**src/rtl/converter_status_defines.vh**
```
// constants for the converter status register bank
// Overview of operation
// - driver bits 15..13 show active panel drivers
// - one-hot running field indexed by function code
// - running field clears on done, halt, reset
// - scan mode keeps bit 0/1 on done without touch
// - function status at address 15, reserved zero
// - status register at address 8, reset 0004h
// - ready bits 15..11, reset flag bit 7
// - ready bit set on store, cleared after read
// - reset flag zero after reset until read
// - powerdown state follows control on touch/start
`ifndef CONVERTER_STATUS_DEFINES_VH
`define CONVERTER_STATUS_DEFINES_VH
`define ADDR_STATUS_FLAGS 4'h8
`define ADDR_FUNC_RUN 4'hf
`define STATUS_FLAGS_RST 16'h0004
`define FUNC_RUN_RST 16'h0000
`define DRV_X_BIT 13
`define DRV_Y_BIT 14
`define DRV_YX_BIT 15
`define READY_LSB 11
`define RESET_FLAG_BIT 7
`define PD_STATE_BIT 2
`define NUM_FUNCS 9
`define NUM_MEAS 5
`endif

```
**src/rtl/converter_status_regs.v**
```verilog
// status registers for function run state and measurement readiness
`include "converter_status_defines.vh"

module converter_status_regs #(
  parameter NUM_FUNCS = `NUM_FUNCS,
  parameter NUM_MEAS = `NUM_MEAS
) (
  // clock and reset
  input wire i_mclk,
  input wire i_rst,
  input wire i_soft_reset_bit,
  // sequencer observation
  input wire i_func_start,
  input wire [3:0] i_function_code,
  input wire i_func_done,
  input wire i_halt_request_bit,
  input wire i_scan_mode_select,
  input wire i_pen_touch,
  input wire i_drv_x_on,
  input wire i_drv_y_on,
  input wire i_drv_yx_on,
  input wire i_powerdown_ctrl,
  // data register events, one bit per x, y, z1, z2, aux
  input wire [NUM_MEAS-1:0] i_result_store,
  input wire [NUM_MEAS-1:0] i_result_read,
  // host register port
  input wire i_reg_rd,
  input wire i_reg_wr,
  input wire [3:0] i_reg_addr,
  output reg [15:0] o_reg_rdata
);

  reg [2:0] drv_reg;
  wire [2:0] drv_next;
  wire [2:0] drv_in;
  wire drv_clear;
  reg [NUM_FUNCS-1:0] function_run_bits_reg;
  reg [NUM_FUNCS-1:0] function_run_bits_next;
  reg [NUM_MEAS-1:0] result_ready_reg;
  wire [NUM_MEAS-1:0] result_ready_next;
  reg reset_seen_reg;
  reg reset_seen_next;
  reg powerdown_state_reg;
  reg powerdown_state_next;
  reg [15:0] rdata_next;
  wire any_reset;
  wire stop_evt;
  wire status_rd;
  wire [15:0] func_run_word;
  wire [15:0] status_word;

  assign any_reset = i_rst | i_soft_reset_bit;
  assign stop_evt = i_func_done | i_halt_request_bit;

  // --------------------------------------------------------------
  // running function and driver status
  // --------------------------------------------------------------
  always @* begin
    function_run_bits_next = function_run_bits_reg;
    if (i_func_start && (i_function_code < NUM_FUNCS)) begin
      function_run_bits_next = {NUM_FUNCS{1'b0}};
      function_run_bits_next[i_function_code] = 1'b1;
    end else if (i_halt_request_bit) begin
      function_run_bits_next = {NUM_FUNCS{1'b0}};
    end else if (i_func_done) begin
      // scan mode without a touch keeps bits 0/1 so the next touch restarts at once
      if (i_scan_mode_select && !i_pen_touch) begin
        function_run_bits_next = function_run_bits_reg & {{(NUM_FUNCS-2){1'b0}}, 2'b11};
      end else begin
        function_run_bits_next = {NUM_FUNCS{1'b0}};
      end
    end
  end

  // --------------------------------------------------------------
  // driver status
  // --------------------------------------------------------------
  // a start in the same cycle as done or halt keeps the drivers live
  assign drv_in = {i_drv_yx_on, i_drv_y_on, i_drv_x_on};
  assign drv_clear = stop_evt & ~i_func_start;

  genvar d;
  generate
    for (d = 0; d < 3; d = d + 1) begin : g_drv
      assign drv_next[d] = drv_clear ? 1'b0 : drv_in[d];
    end
  endgenerate

  always @(posedge i_mclk) begin
    if (any_reset) begin
      function_run_bits_reg <= {NUM_FUNCS{1'b0}};
      drv_reg <= 3'h0;
    end else begin
      function_run_bits_reg <= function_run_bits_next;
      drv_reg <= drv_next;
    end
  end

  // --------------------------------------------------------------
  // status flags
  // --------------------------------------------------------------
  // store beats read-out in one cycle so fresh data is never hidden
  genvar g;
  generate
    for (g = 0; g < NUM_MEAS; g = g + 1) begin : g_ready
      assign result_ready_next[g] = i_result_store[g] ? 1'b1 :
                                    (i_result_read[g] ? 1'b0 : result_ready_reg[g]);
    end
  endgenerate

  always @(posedge i_mclk) begin
    if (any_reset) begin
      result_ready_reg <= {NUM_MEAS{1'b0}};
    end else begin
      result_ready_reg <= result_ready_next;
    end
  end

  // flag bit is low (reset seen) until the first status read after reset
  assign status_rd = i_reg_rd & (i_reg_addr == `ADDR_STATUS_FLAGS);

  always @* begin
    reset_seen_next = reset_seen_reg;
    if (status_rd) begin
      reset_seen_next = 1'b0;
    end
  end

  always @(posedge i_mclk) begin
    if (any_reset) begin
      reset_seen_reg <= 1'b1;
    end else begin
      reset_seen_reg <= reset_seen_next;
    end
  end

  // the state bit lags the control bit; it samples only at touch or start,
  // so a host polling right after a control write may still see the old state
  always @* begin
    powerdown_state_next = powerdown_state_reg;
    if (i_pen_touch || i_func_start) begin
      powerdown_state_next = i_powerdown_ctrl;
    end
  end

  always @(posedge i_mclk) begin
    if (any_reset) begin
      powerdown_state_reg <= 1'b1;
    end else begin
      powerdown_state_reg <= powerdown_state_next;
    end
  end

  // --------------------------------------------------------------
  // read mux; writes have no path into any flag
  // --------------------------------------------------------------
  assign func_run_word = {drv_reg, 4'h0, function_run_bits_reg};
  assign status_word = {result_ready_reg, 3'h0, ~reset_seen_reg, 4'h0,
                        powerdown_state_reg, 2'h0};

  always @* begin
    rdata_next = o_reg_rdata;
    if (i_reg_rd) begin
      case (i_reg_addr)
        `ADDR_STATUS_FLAGS: rdata_next = status_word;
        `ADDR_FUNC_RUN: rdata_next = func_run_word;
        default: rdata_next = 16'h0000;
      endcase
    end
  end

  always @(posedge i_mclk) begin
    if (i_rst) begin
      o_reg_rdata <= 16'h0000;
    end else begin
      o_reg_rdata <= rdata_next;
    end
  end

endmodule // converter_status_regs

```
**config.mk**
```make
export PLATFORM = sky130hd
export DESIGN_NAME = converter_status_regs
export DESIGN_NICKNAME = d
export VERILOG_FILES = /design/src/rtl/converter_status_regs.v
export VERILOG_INCLUDE_DIRS = /design/src /design/src/rtl
export SDC_FILE = /design/constraint.sdc
export NUM_CORES = 1
export LEC_CHECK = 0
export BUFFER_PORTS_ARGS = -buffer_cell sky130_fd_sc_hd__buf_2
export CORE_UTILIZATION = 45
export DETAILED_ROUTE_END_ITERATION = 12
export GPL_ROUTABILITY_DRIVEN = 0
export PLACE_DENSITY = 0.77
export SYNTH_ARGS = -nofsm -noshare
export SYNTH_HDL_FRONTEND = slang
export SYNTH_SLANG_ARGS = --single-unit
export TNS_END_PERCENT = 5
```
**constraint.sdc**
```tcl
create_clock -name i_mclk -period 1.27 [get_ports i_mclk]
set_input_delay 0 -clock i_mclk [delete_from_list [all_inputs] [get_ports i_mclk]]
set_output_delay 0 -clock i_mclk [all_outputs]
set_load 0.01 [all_outputs]
```
==> flow_metrics.py, run 1 <==
metrics = {
    "final_layout": {
        "final_area_mm2": 0.00183,
        "finalNonFillerCells": 230,
        "fillers": 190,
        "seqCellArea_um2": 661,
        "drive_above_1_share_pct": 31.5,
        "largest_reg_flops": 14,
        "n_antenna_cell": 0,
        "syn2layout_area_growth_pct": 43.6,
        "final_util_pct": 71.1,
        "multi_input_area_um2": 553,
        "finalNetCount": 232,
    },
    "synthesis": {
        "syn_area_mm2": 0.00127,
        "yosys_register_bits": 33,
        "yosysSeqAreaShare_pct": 52.0,
        "ys_warn_count": 0,
        "ys_types": 32,
        "synth_area_per_cell_um2": 10.2,
        "synthCells": 125,
    },
    "drt": {
        "wl_met3_um": 177,
        "wl_met1_um": 1430,
        "drc": 0,
        "met2_length_um": 1630,
        "final_antenna_net_count": 0,
        "wl_um": 3290,
        "routedWlPerCell_um": 14.3,
        "firstDrtPassIters": 4,
        "via_per_inst": 5.41,
        "num_vias": 1245,
        "drt_iter0_drc": 26,
        "routed.top_layer": "met4",
    },
    "global_routing": {
        "grt_pass1_wl_um": 5120,
        "grt_overflow": 0,
        "grt_pass1_vias": 1192,
        "antenna_found_initial": 0,
        "grt_max_degree": 13,
        "track_usage_pct": 24.8,
    },
    "timing": {
        "finalHoldViolations": 0,
        "fmax_ghz": 0.799,
        "slew_viol_final": 0,
        "worst_slack_ns": 0.0186,
        "skew_ns": 0.00536,
        "holdWs_ns": 0.0336,
        "period_share_pct": 98.5,
        "setup-tns-final_ns": 0,
        "finalSetupViolations": 0,
        "fin_crit_ns": 1.25,
    },
    "worst_setup_path": {
        "path_cells": "dlygate4sd3_1 -> buf_2 -> or3_4 -> nor3_2 -> buf_4 -> a221o_1",
        "required_ns": 1.54,
        "crit_path_end_kind": "register",
        "crit_fanout": 6,
        "crit_type": "in -> reg",
        "critical_path.max_stage_delay_ns": 0.54,
        "worstPathArrival_ns": 1.53,
        "cpMaxStageDelayCell": "dlygate4sd3_1",
        "reg2reg_depth": 3,
        "crit_path_start_kind": "input port",
    },
    "power": {
        "ir_drop_mv": 0.960,
        "total_power_mw": 1.87,
        "p_leak_nw": 0.829,
        "p_per_area_mw_per_mm2": 1020,
    },
    "clock_network": {
        "cts_sinks": 33,
        "clk_path_buf_depth": 2,
        "htreeDepth": 2,
        "clk_pin_slew_ns": 0.09,
        "ctsRootBufferMaster": "clkbuf_4",
        "numCtsBuffers": 5,
        "cts_tree": "done",
        "clock_latency_ns": 0.33,
    },
    "run": {
        "maxCapViolCount": 0,
    },
    "floorplanning": {
        "die_w_um": 55.2,
        "fp.coreArea_mm2": 0.00257,
        "num_io_pins": 48,
        "start_util_pct": 49.5,
        "dieArea_mm2": 0.00304,
        "die_h_um": 55.2,
        "placementRows": 18,
    },
    "hold_path": {
        "min_delay_path_depth": 3,
        "hold_path.class": "in -> reg",
    },
    "placement": {
        "hpwlAfterDp_um": 2170,
        "portBuffers": 44,
        "dp.cells": 201,
        "post_dp_cell_area_mm2": 0.00155,
        "place_ws_ns": 0.0753,
    },
    "run_status": {
        "outcome": "finished clean",
    },
}
[power breakdown]
| part | internal (mW) | switching [mW] |
|---|---|---|
| Clock | 0.261 | 0.323 |
| Sequential | 1.05 | 0.00783 |
| Combinational | 0.120 | 0.106 |
| Total | 1.43 | 0.437 |
[Yosys cell counts]
library cell | n | share of area, %
buf_6 | 1 | 0.89
o31ai_1 | 1 | 0.59
a32oi_1 | 7 | 4.8
buf_4 | 2 | 1.2
inv_1 | 7 | 2.1
nand2_1 | 4 | 1.2
nor4b_1 | 1 | 0.69
a22o_1 | 3 | 2.1
a211oi_1 | 1 | 0.59
or3_1 | 1 | 0.49
conb_1 | 1 | 0.29
and2_1 | 8 | 3.9
o21a_1 | 1 | 0.59
a32o_1 | 7 | 5.5
a21oi_1 | 5 | 2.0
and3_1 | 3 | 1.5
dfxtp_1 | 33 | 52
or2_0 | 1 | 0.49
nor3b_2 | 1 | 0.98
buf_2 | 2 | 0.79
nand2b_1 | 1 | 0.49
clkbuf_1 | 1 | 0.29
nor2_1 | 19 | 5.6
nand3_1 | 1 | 0.39
a31o_2 | 1 | 0.69
nor4_1 | 1 | 0.49
o21ai_0 | 1 | 0.39
a2111oi_4 | 1 | 2.2
a221o_1 | 5 | 3.9
nor3_2 | 2 | 1.6
or3b_1 | 1 | 0.69
o41ai_1 | 1 | 0.69
[kinds of logic (layout without fill, tap and decap cells)]
| logic type | Yosys count | in the layout | share of synthesized area (%) |
|---|---|---|---|
| other cells | 1 | 2 | 0.295 |
| flops | 33 | 33 | 52.0 |
| simple gates | 44 | 44 | 18.5 |
| compound gates | 34 | 34 | 24.0 |
| buf+inv | 13 | 87 | 5.22 |
[what timing repair did]
item	in CTS	in global routing
endpoints found under the setup margin	0	6
endpoints found under the hold margin	12	0
gates resized for setup	0	1
hold buffers	22	0
setup buffers	0	0
[layout by cell type, fill, tap and decap left out, drive strengths merged]
master | Yosys | routed
buf | 5 | 51
dfxtp | 33 | 33
dlygate4sd3 | 0 | 22
nor2 | 19 | 19
and2 | 8 | 8
inv | 7 | 7
a32o | 7 | 7
a32oi | 7 | 7
clkbuf | 1 | 7
a221o | 5 | 5
a21oi | 5 | 5
nand2 | 4 | 4
a22o | 3 | 3
and3 | 3 | 3
nor3 | 2 | 2
conb | 1 | 2
nor4b | 1 | 1
o31ai | 1 | 1
or2 | 1 | 1
a2111oi | 1 | 1
or3b | 1 | 1
or3 | 1 | 1
nor3b | 1 | 1
o21a | 1 | 1
nand2b | 1 | 1
a211oi | 1 | 1
a31o | 1 | 1
o41ai | 1 | 1
o21ai | 1 | 1
nand3 | 1 | 1
nor4 | 1 | 1
[critical path, delay by kind of cell]
family / cells / cell delay, ns
buf+inv: 3 / 0.85
simple gates: 2 / 0.52
compound gates: 1 / 0.15
[path summary, 6_finish.rpt]
path | from | to | slack, ns
min reg2reg | function_run_bits_reg[5]$_SDFFE_PP0P_ | function_run_bits_reg[5]$_SDFFE_PP0P_ | 0.48
min | i_function_code[2] | function_run_bits_reg[8]$_SDFFE_PP0P_ | 0.03
max | i_reg_addr[0] | o_reg_rdata[14]$_SDFFE_PP0P_ | 0.02
max reg2reg | result_ready_reg[2]$_SDFFE_PP0P_ | result_ready_reg[2]$_SDFFE_PP0P_ | 0.09
[layer usage]
| metal | vias up | track usage (%) |
|---|---|---|
| met5 | - | 0 |
| met4 | 0 | 11.3 |
| met3 | 6 | 7.65 |
| met2 | 34 | 41.2 |
| met1 | 595 | 29.0 |
| li1 | 610 | - |
[final cells by class]
class / count / area share (%)
multi-input cells: 80 / 30.3
clock buffers: 7 / 3.02
flip-flops and latches: 33 / 36.2
inverters: 7 / 1.44
repair buffers: 73 / 27.0
well taps: 30 / 2.06
Note: power is estimated with default switching activity, not from simulation.
==> run 2: changes to the inputs <==
--- a/config.mk
+++ b/config.mk
@@ -7,10 +7,12 @@
 export NUM_CORES = 1
 export LEC_CHECK = 0
 export BUFFER_PORTS_ARGS = -buffer_cell sky130_fd_sc_hd__buf_2
-export CORE_UTILIZATION = 45
+export CELL_PAD_IN_SITES_DETAIL_PLACEMENT = 1
+export CELL_PAD_IN_SITES_GLOBAL_PLACEMENT = 1
+export CORE_UTILIZATION = 35
 export DETAILED_ROUTE_END_ITERATION = 12
 export GPL_ROUTABILITY_DRIVEN = 0
-export PLACE_DENSITY = 0.77
+export PLACE_DENSITY = 0.8
 export SYNTH_ARGS = -nofsm -noshare
 export SYNTH_HDL_FRONTEND = slang
 export SYNTH_SLANG_ARGS = --single-unit
==> flow_metrics.py, run 2 (same netlist as run 1, synthesis figures left out) <==
metrics = {
    "power": {
        "p_leak_nw": 0.836,
        "power_switching_share_pct": 25.8,
        "p_seq_share_pct": 56.8,
        "p_per_area_mw_per_mm2": 1010,
        "combPwrFrac_pct": 12.5,
        "clockPowerShare_pct": 30.6,
        "power.net_switching_uw": 480,
        "ir_drop_mv": 0.473,
        "internal-power_mw": 1.38,
    },
    "worst_setup_path": {
        "crit_fanout": 6,
        "crit_path_start_kind": "input port",
        "required_ns": 1.56,
        "crit_type": "in -> reg",
        "crit_path_end_kind": "register",
        "worstPathArrival_ns": 1.51,
    },
    "final_layout": {
        "drive_above_1_share_pct": 31.8,
        "final_common_cell": "buf_2",
        "final_util_pct": 54.0,
        "final_area_mm2": 0.00184,
        "final_cell_mix": "44 x buf_2, 33 x dfxtp_1, 21 x dlygate4sd3_1, 19 x nor2_1, 8 x and2_1",
        "largest_reg_flops": 14,
        "fillers": 427,
        "n_antenna_cell": 0,
        "syn2layout_area_growth_pct": 45.1,
        "finalNetCount": 232,
    },
    "drt": {
        "firstDrtPassIters": 4,
        "drc": 0,
        "num_vias": 1275,
        "routedWlPerCell_um": 15.9,
        "via_per_inst": 5.16,
        "wl_um": 3920,
        "final_antenna_net_count": 0,
        "drt_iter0_drc": 27,
    },
    "clock_network": {
        "numCtsBuffers": 5,
        "clock_latency_ns": 0.34,
        "cts_sinks": 33,
        "clk_path_buf_depth": 2,
        "ctsRootBufferMaster": "clkbuf_4",
        "htreeDepth": 2,
        "clk_pin_slew_ns": 0.10,
        "cts_tree": "done",
        "cts_setup_buffers": 0,
    },
    "global_routing": {
        "grt_pass1_vias": 1399,
        "grt_overflow": 0,
        "grt_max_degree": 11,
        "antenna_found_initial": 0,
        "track_usage_pct": 22.0,
        "grt_pass1_wl_um": 6480,
    },
    "timing": {
        "fmax_ghz": 0.822,
        "rsz0062_at_grt": "no",
        "period_share_pct": 95.8,
        "worst_slew_pin_slew_ns": 0.541,
        "holdWs_ns": 0.0275,
        "worst_slack_ns": 0.0535,
        "slew_headroom_pct": 63.9,
        "skew_ns": 0.00637,
        "slew_viol_final": 0,
        "finalSetupViolations": 0,
        "finalHoldViolations": 0,
        "fin_crit_ns": 1.22,
    },
    "floorplanning": {
        "die_w_um": 62.3,
        "die_h_um": 62.3,
        "dieArea_mm2": 0.00388,
        "start_util_pct": 37.2,
        "placementRows": 21,
        "num_io_pins": 48,
        "fp.coreArea_mm2": 0.00342,
    },
    "placement": {
        "hpwlAfterDp_um": 2660,
        "place_ws_ns": -0.00839,
        "post_dp_cell_area_mm2": 0.00157,
        "portBuffers": 44,
    },
    "run": {
        "maxCapViolCount": 0,
    },
    "hold_path": {
        "hold_path.class": "in -> reg",
    },
    "run_status": {
        "outcome": "finished clean",
    },
}
-- run 2: cell types whose count changed in the layout (fill, tap and decap cells not counted), sizes merged --
| cell | before | now |
|---|---|---|
| clkbuf | 7 | 6 |
| clkinv | 0 | 2 |
| dlygate4sd3 | 22 | 21 |
| dlymetal6s4s | 0 | 1 |
-- run 2: cell type report --
cell class                 count  area, um2  share of cell area, %
sequential                    33        661                   35.8
multi-input combinational     80        553                   30.0
timing repair buffer          73        495                   26.9
tap                           46       57.6                   3.12
clock buffer                   6       41.3                   2.24
inverter                       7       26.3                   1.42
clock inverter                 2       10.0                  0.543
-- run 2: final timing paths --
path	start	depth (start not counted)	slack, ns	to
setup reg to reg	result_ready_reg[4]$_SDFFE_PP0P_	3	0.09	result_ready_reg[4]$_SDFFE_PP0P_
setup / recovery	i_reg_addr[0]	6	0.05	o_reg_rdata[11]$_SDFFE_PP0P_
hold reg to reg	drv_reg[2]$_SDFF_PP0_	1	0.48	o_reg_rdata[15]$_SDFFE_PP0P_
hold / removal	i_function_code[1]	2	0.03	function_run_bits_reg[2]$_SDFFE_PP0P_
-- run 2: power by group through the flow --
| stage | clock [mW] | combinational, mW | sequential, mW |
|---|---|---|---|
| after floorplan | 0 | 0.0767 | 1.08 |
| after global placement | 0 | 0.160 | 1.08 |
| after detailed placement | 0 | 0.170 | 1.08 |
| after CTS | 0.591 | 0.225 | 1.06 |
| after global routing | 0.638 | 0.253 | 1.06 |
| final | 0.570 | 0.233 | 1.06 |
-- run 2: what timing repair did --
action	4_1_cts	5_1_grt
setup endpoints to repair	0	5
endpoints found under the hold margin	12	0
hold buffers	22	0
resized for setup	0	2
-- run 2: metrics by stage --
stage | TNS, ns | total power [mW] | std cells
detailed placement | -0.00839 | 1.25 | 217
global route | 0 | 1.95 | 247
finish | 0 | 1.86 | 247
global placement | 0 | 1.24 | 217
CTS | 0 | 1.87 | 247
floorplan | 0 | 1.16 | 126
-- run 2: metal layers --
layer | GRT usage [%] | vias up | routed length (um)
met2 | 39.8 | 46 | 2020
li1 | - | 609 | -
met1 | 23.6 | 609 | 1620
met5 | 0 | - | 0
met3 | 5.88 | 11 | 181
met4 | 10.5 | 0 | 107
-- run 2: worst max-delay path: stages --
cell and delay [ns]:
dlygate4sd3_1 0.53, buf_2 0.14, or3_4 0.39, nor3_2 0.13
buf_4 0.17, a22o_1 0.15
==> run 3: changes to the inputs <==
--- a/config.mk
+++ b/config.mk
@@ -9,6 +9,7 @@
 export BUFFER_PORTS_ARGS = -buffer_cell sky130_fd_sc_hd__buf_2
 export CELL_PAD_IN_SITES_DETAIL_PLACEMENT = 1
 export CELL_PAD_IN_SITES_GLOBAL_PLACEMENT = 1
+export CORE_ASPECT_RATIO = 1.75
 export CORE_UTILIZATION = 35
 export DETAILED_ROUTE_END_ITERATION = 12
 export GPL_ROUTABILITY_DRIVEN = 0
==> flow_metrics.py, run 3 (same netlist as run 1, synthesis figures left out) <==
metrics = {
    "floorplanning": {
        "placementRows": 28,
        "dieArea_mm2": 0.00389,
        "start_util_pct": 37.0,
        "fp.coreArea_mm2": 0.00343,
        "die_w_um": 47.6,
        "num_io_pins": 48,
        "die_h_um": 81.7,
    },
    "worst_setup_path": {
        "cpMaxStageDelayCell": "dlygate4sd3_1",
        "path_cells": "dlygate4sd3_1 -> buf_2 -> o21ai_0 -> dlygate4sd3_1 -> nand3_1",
        "crit_cells": 5,
        "crit_top_cell": "dlygate4sd3_1",
        "crit_buf_inv": 3,
        "critical_path.top_delay_family": "buffers and inverters",
        "startpoint": "i_powerdown_ctrl",
        "crit_fanout": 1,
        "worstReg2RegEnd": "o_reg_rdata[2]$_SDFFE_PP0P_",
        "endpoint": "powerdown_state_reg$_SDFFE_PP1P_",
        "critical_path.max_stage_delay_ns": 0.58,
        "required_ns": 1.42,
        "reg2reg_depth": 2,
        "crit_type": "in -> reg",
        "reg2reg_from": "o_reg_rdata[2]$_SDFFE_PP0P_",
        "worstPathArrival_ns": 1.38,
        "rrSetupSlack_ns": 0.44,
        "crit_path_start_kind": "input port",
        "crit_path_end_kind": "register",
    },
    "final_layout": {
        "largest_reg_flops": 14,
        "final_common_cell": "buf_2",
        "finalNonFillerCells": 237,
        "finalNetCount": 223,
        "drive_above_1_share_pct": 32.8,
        "final_cell_mix": "44 x buf_2, 33 x dfxtp_1, 19 x nor2_1, 15 x dlygate4sd3_1, 8 x and2_1",
        "n_antenna_cell": 0,
        "syn2layout_area_growth_pct": 42.5,
    },
    "power": {
        "p_per_area_mw_per_mm2": 1170,
        "ir_drop_mv": 0.654,
        "power_switching_share_pct": 22.9,
        "internal-power_mw": 1.64,
        "combPwrFrac_pct": 9.8,
        "p_leak_nw": 0.815,
        "power.net_switching_uw": 488,
        "p_seq_share_pct": 49.7,
        "clockPowerShare_pct": 40.5,
    },
    "clock_network": {
        "htreeDepth": 2,
        "cts_sinks": 33,
        "cts_setup_buffers": 0,
        "clock_latency_ns": 0.29,
        "clk_pin_slew_ns": 0.06,
        "clk_path_buf_depth": 2,
        "cts_tree": "done",
        "numCtsBuffers": 5,
        "ctsRootBufferMaster": "clkbuf_8",
    },
    "drt": {
        "firstDrtPassIters": 4,
        "routedWlPerCell_um": 16.3,
        "drt_iter0_drc": 15,
        "via_per_inst": 5.21,
        "drc": 0,
        "num_vias": 1234,
        "wl_um": 3860,
        "final_antenna_net_count": 0,
    },
    "timing": {
        "fin_crit_ns": 1.23,
        "skew_ns": 0.00448,
        "fmax_ghz": 0.814,
        "finalSetupViolations": 0,
        "period_share_pct": 96.7,
        "finalHoldViolations": 0,
        "rsz0062_at_grt": "no",
        "slew_viol_final": 0,
        "setup-tns-final_ns": 0,
    },
    "placement": {
        "hpwlAfterDp_um": 2720,
        "portBuffers": 44,
        "dp.cells": 214,
    },
    "global_routing": {
        "grt_max_degree": 14,
        "grt_pass1_vias": 1296,
        "track_usage_pct": 22.0,
        "grt_pass1_wl_um": 5910,
        "antenna_found_initial": 0,
        "grt_overflow": 0,
    },
    "hold_path": {
        "hold_path.class": "in -> reg",
    },
    "run_status": {
        "outcome": "finished clean",
    },
    "run": {
        "maxCapViolCount": 0,
    },
}
run 3: cell count changes in the layout (fill, tap and decap cells not counted), moves of 2 or more:
cell | before | now
clkbuf_4 | 5 | 0
dlygate4sd3_1 | 21 | 15
clkbuf_8 | 0 | 7
buf_4 | 7 | 5
run 3: per-layer routing:
layer	global-route usage, %	share of wire (%)
met1	22.6	36
met2	38.9	57
met3	5.05	4.4
met4	11.4	2.4
met5	0	0
run 3: layout make-up:
type / instances / area, um2
Inverter: 7 / 26.3
Multi-Input combinational cell: 80 / 559
Tap cell: 45 / 56.3
Fill cell: 415 / 1620
Timing Repair Buffer: 64 / 408
Clock inverter: 1 / 5.00
Sequential cell: 33 / 661
Clock buffer: 7 / 96.3
run 3: worst min path at each step:
stage	from	slack, ns	endpoint	cells past startpoint
3_5_place_dp	i_drv_x_on	0.22	drv_reg[0]$_SDFF_PP0_	2
5_1_grt	i_result_read[1]	0.02	result_ready_reg[1]$_SDFFE_PP0P_	4
2_1_floorplan	i_rst	0.12	reset_seen_reg$_SDFFE_PP1P_	2
6_report	i_result_read[1]	0.01	result_ready_reg[1]$_SDFFE_PP0P_	4
4_1_cts	i_result_read[1]	0.004	result_ready_reg[1]$_SDFFE_PP0P_	4
3_3_place_gp	i_drv_x_on	0.21	drv_reg[0]$_SDFF_PP0_	2
run 3: what timing repair did:
action	CTS	global route
setup endpoints to repair	0	5
hold buffers	15	0
resized for setup	0	2
hold endpoints to repair	11	0
run 3: through the flow:
step	hold slack (ns)	util, %	setup slack [ns]	area (um2)	power [mW]
after global placement	0.205	45.1	0.0530	1550	1.23
final	0.0115	52.8	0.0415	1810	2.13
after global routing	0.0227	52.8	0.0210	1810	2.21
after floorplan	0.117	-	0.229	1270	1.16
after detailed placement	0.219	45.1	0.0244	1550	1.25
after CTS	0.00408	52.4	0.0240	1800	2.15
run 3: power by group through the flow:
stage	Combinational [mW]	Clock, mW	Sequential, mW
detailed placement	0.165	0	1.08
global placement	0.154	0	1.08
finish	0.208	0.862	1.06
global route	0.230	0.923	1.06
CTS	0.202	0.890	1.06
floorplan	0.0767	0	1.08
run 3: worst min-delay path, cell delays in order:
cell	delay, ns
buf_2	0.10
inv_1	0.04
a21oi_1	0.05
nor2_1	0.07
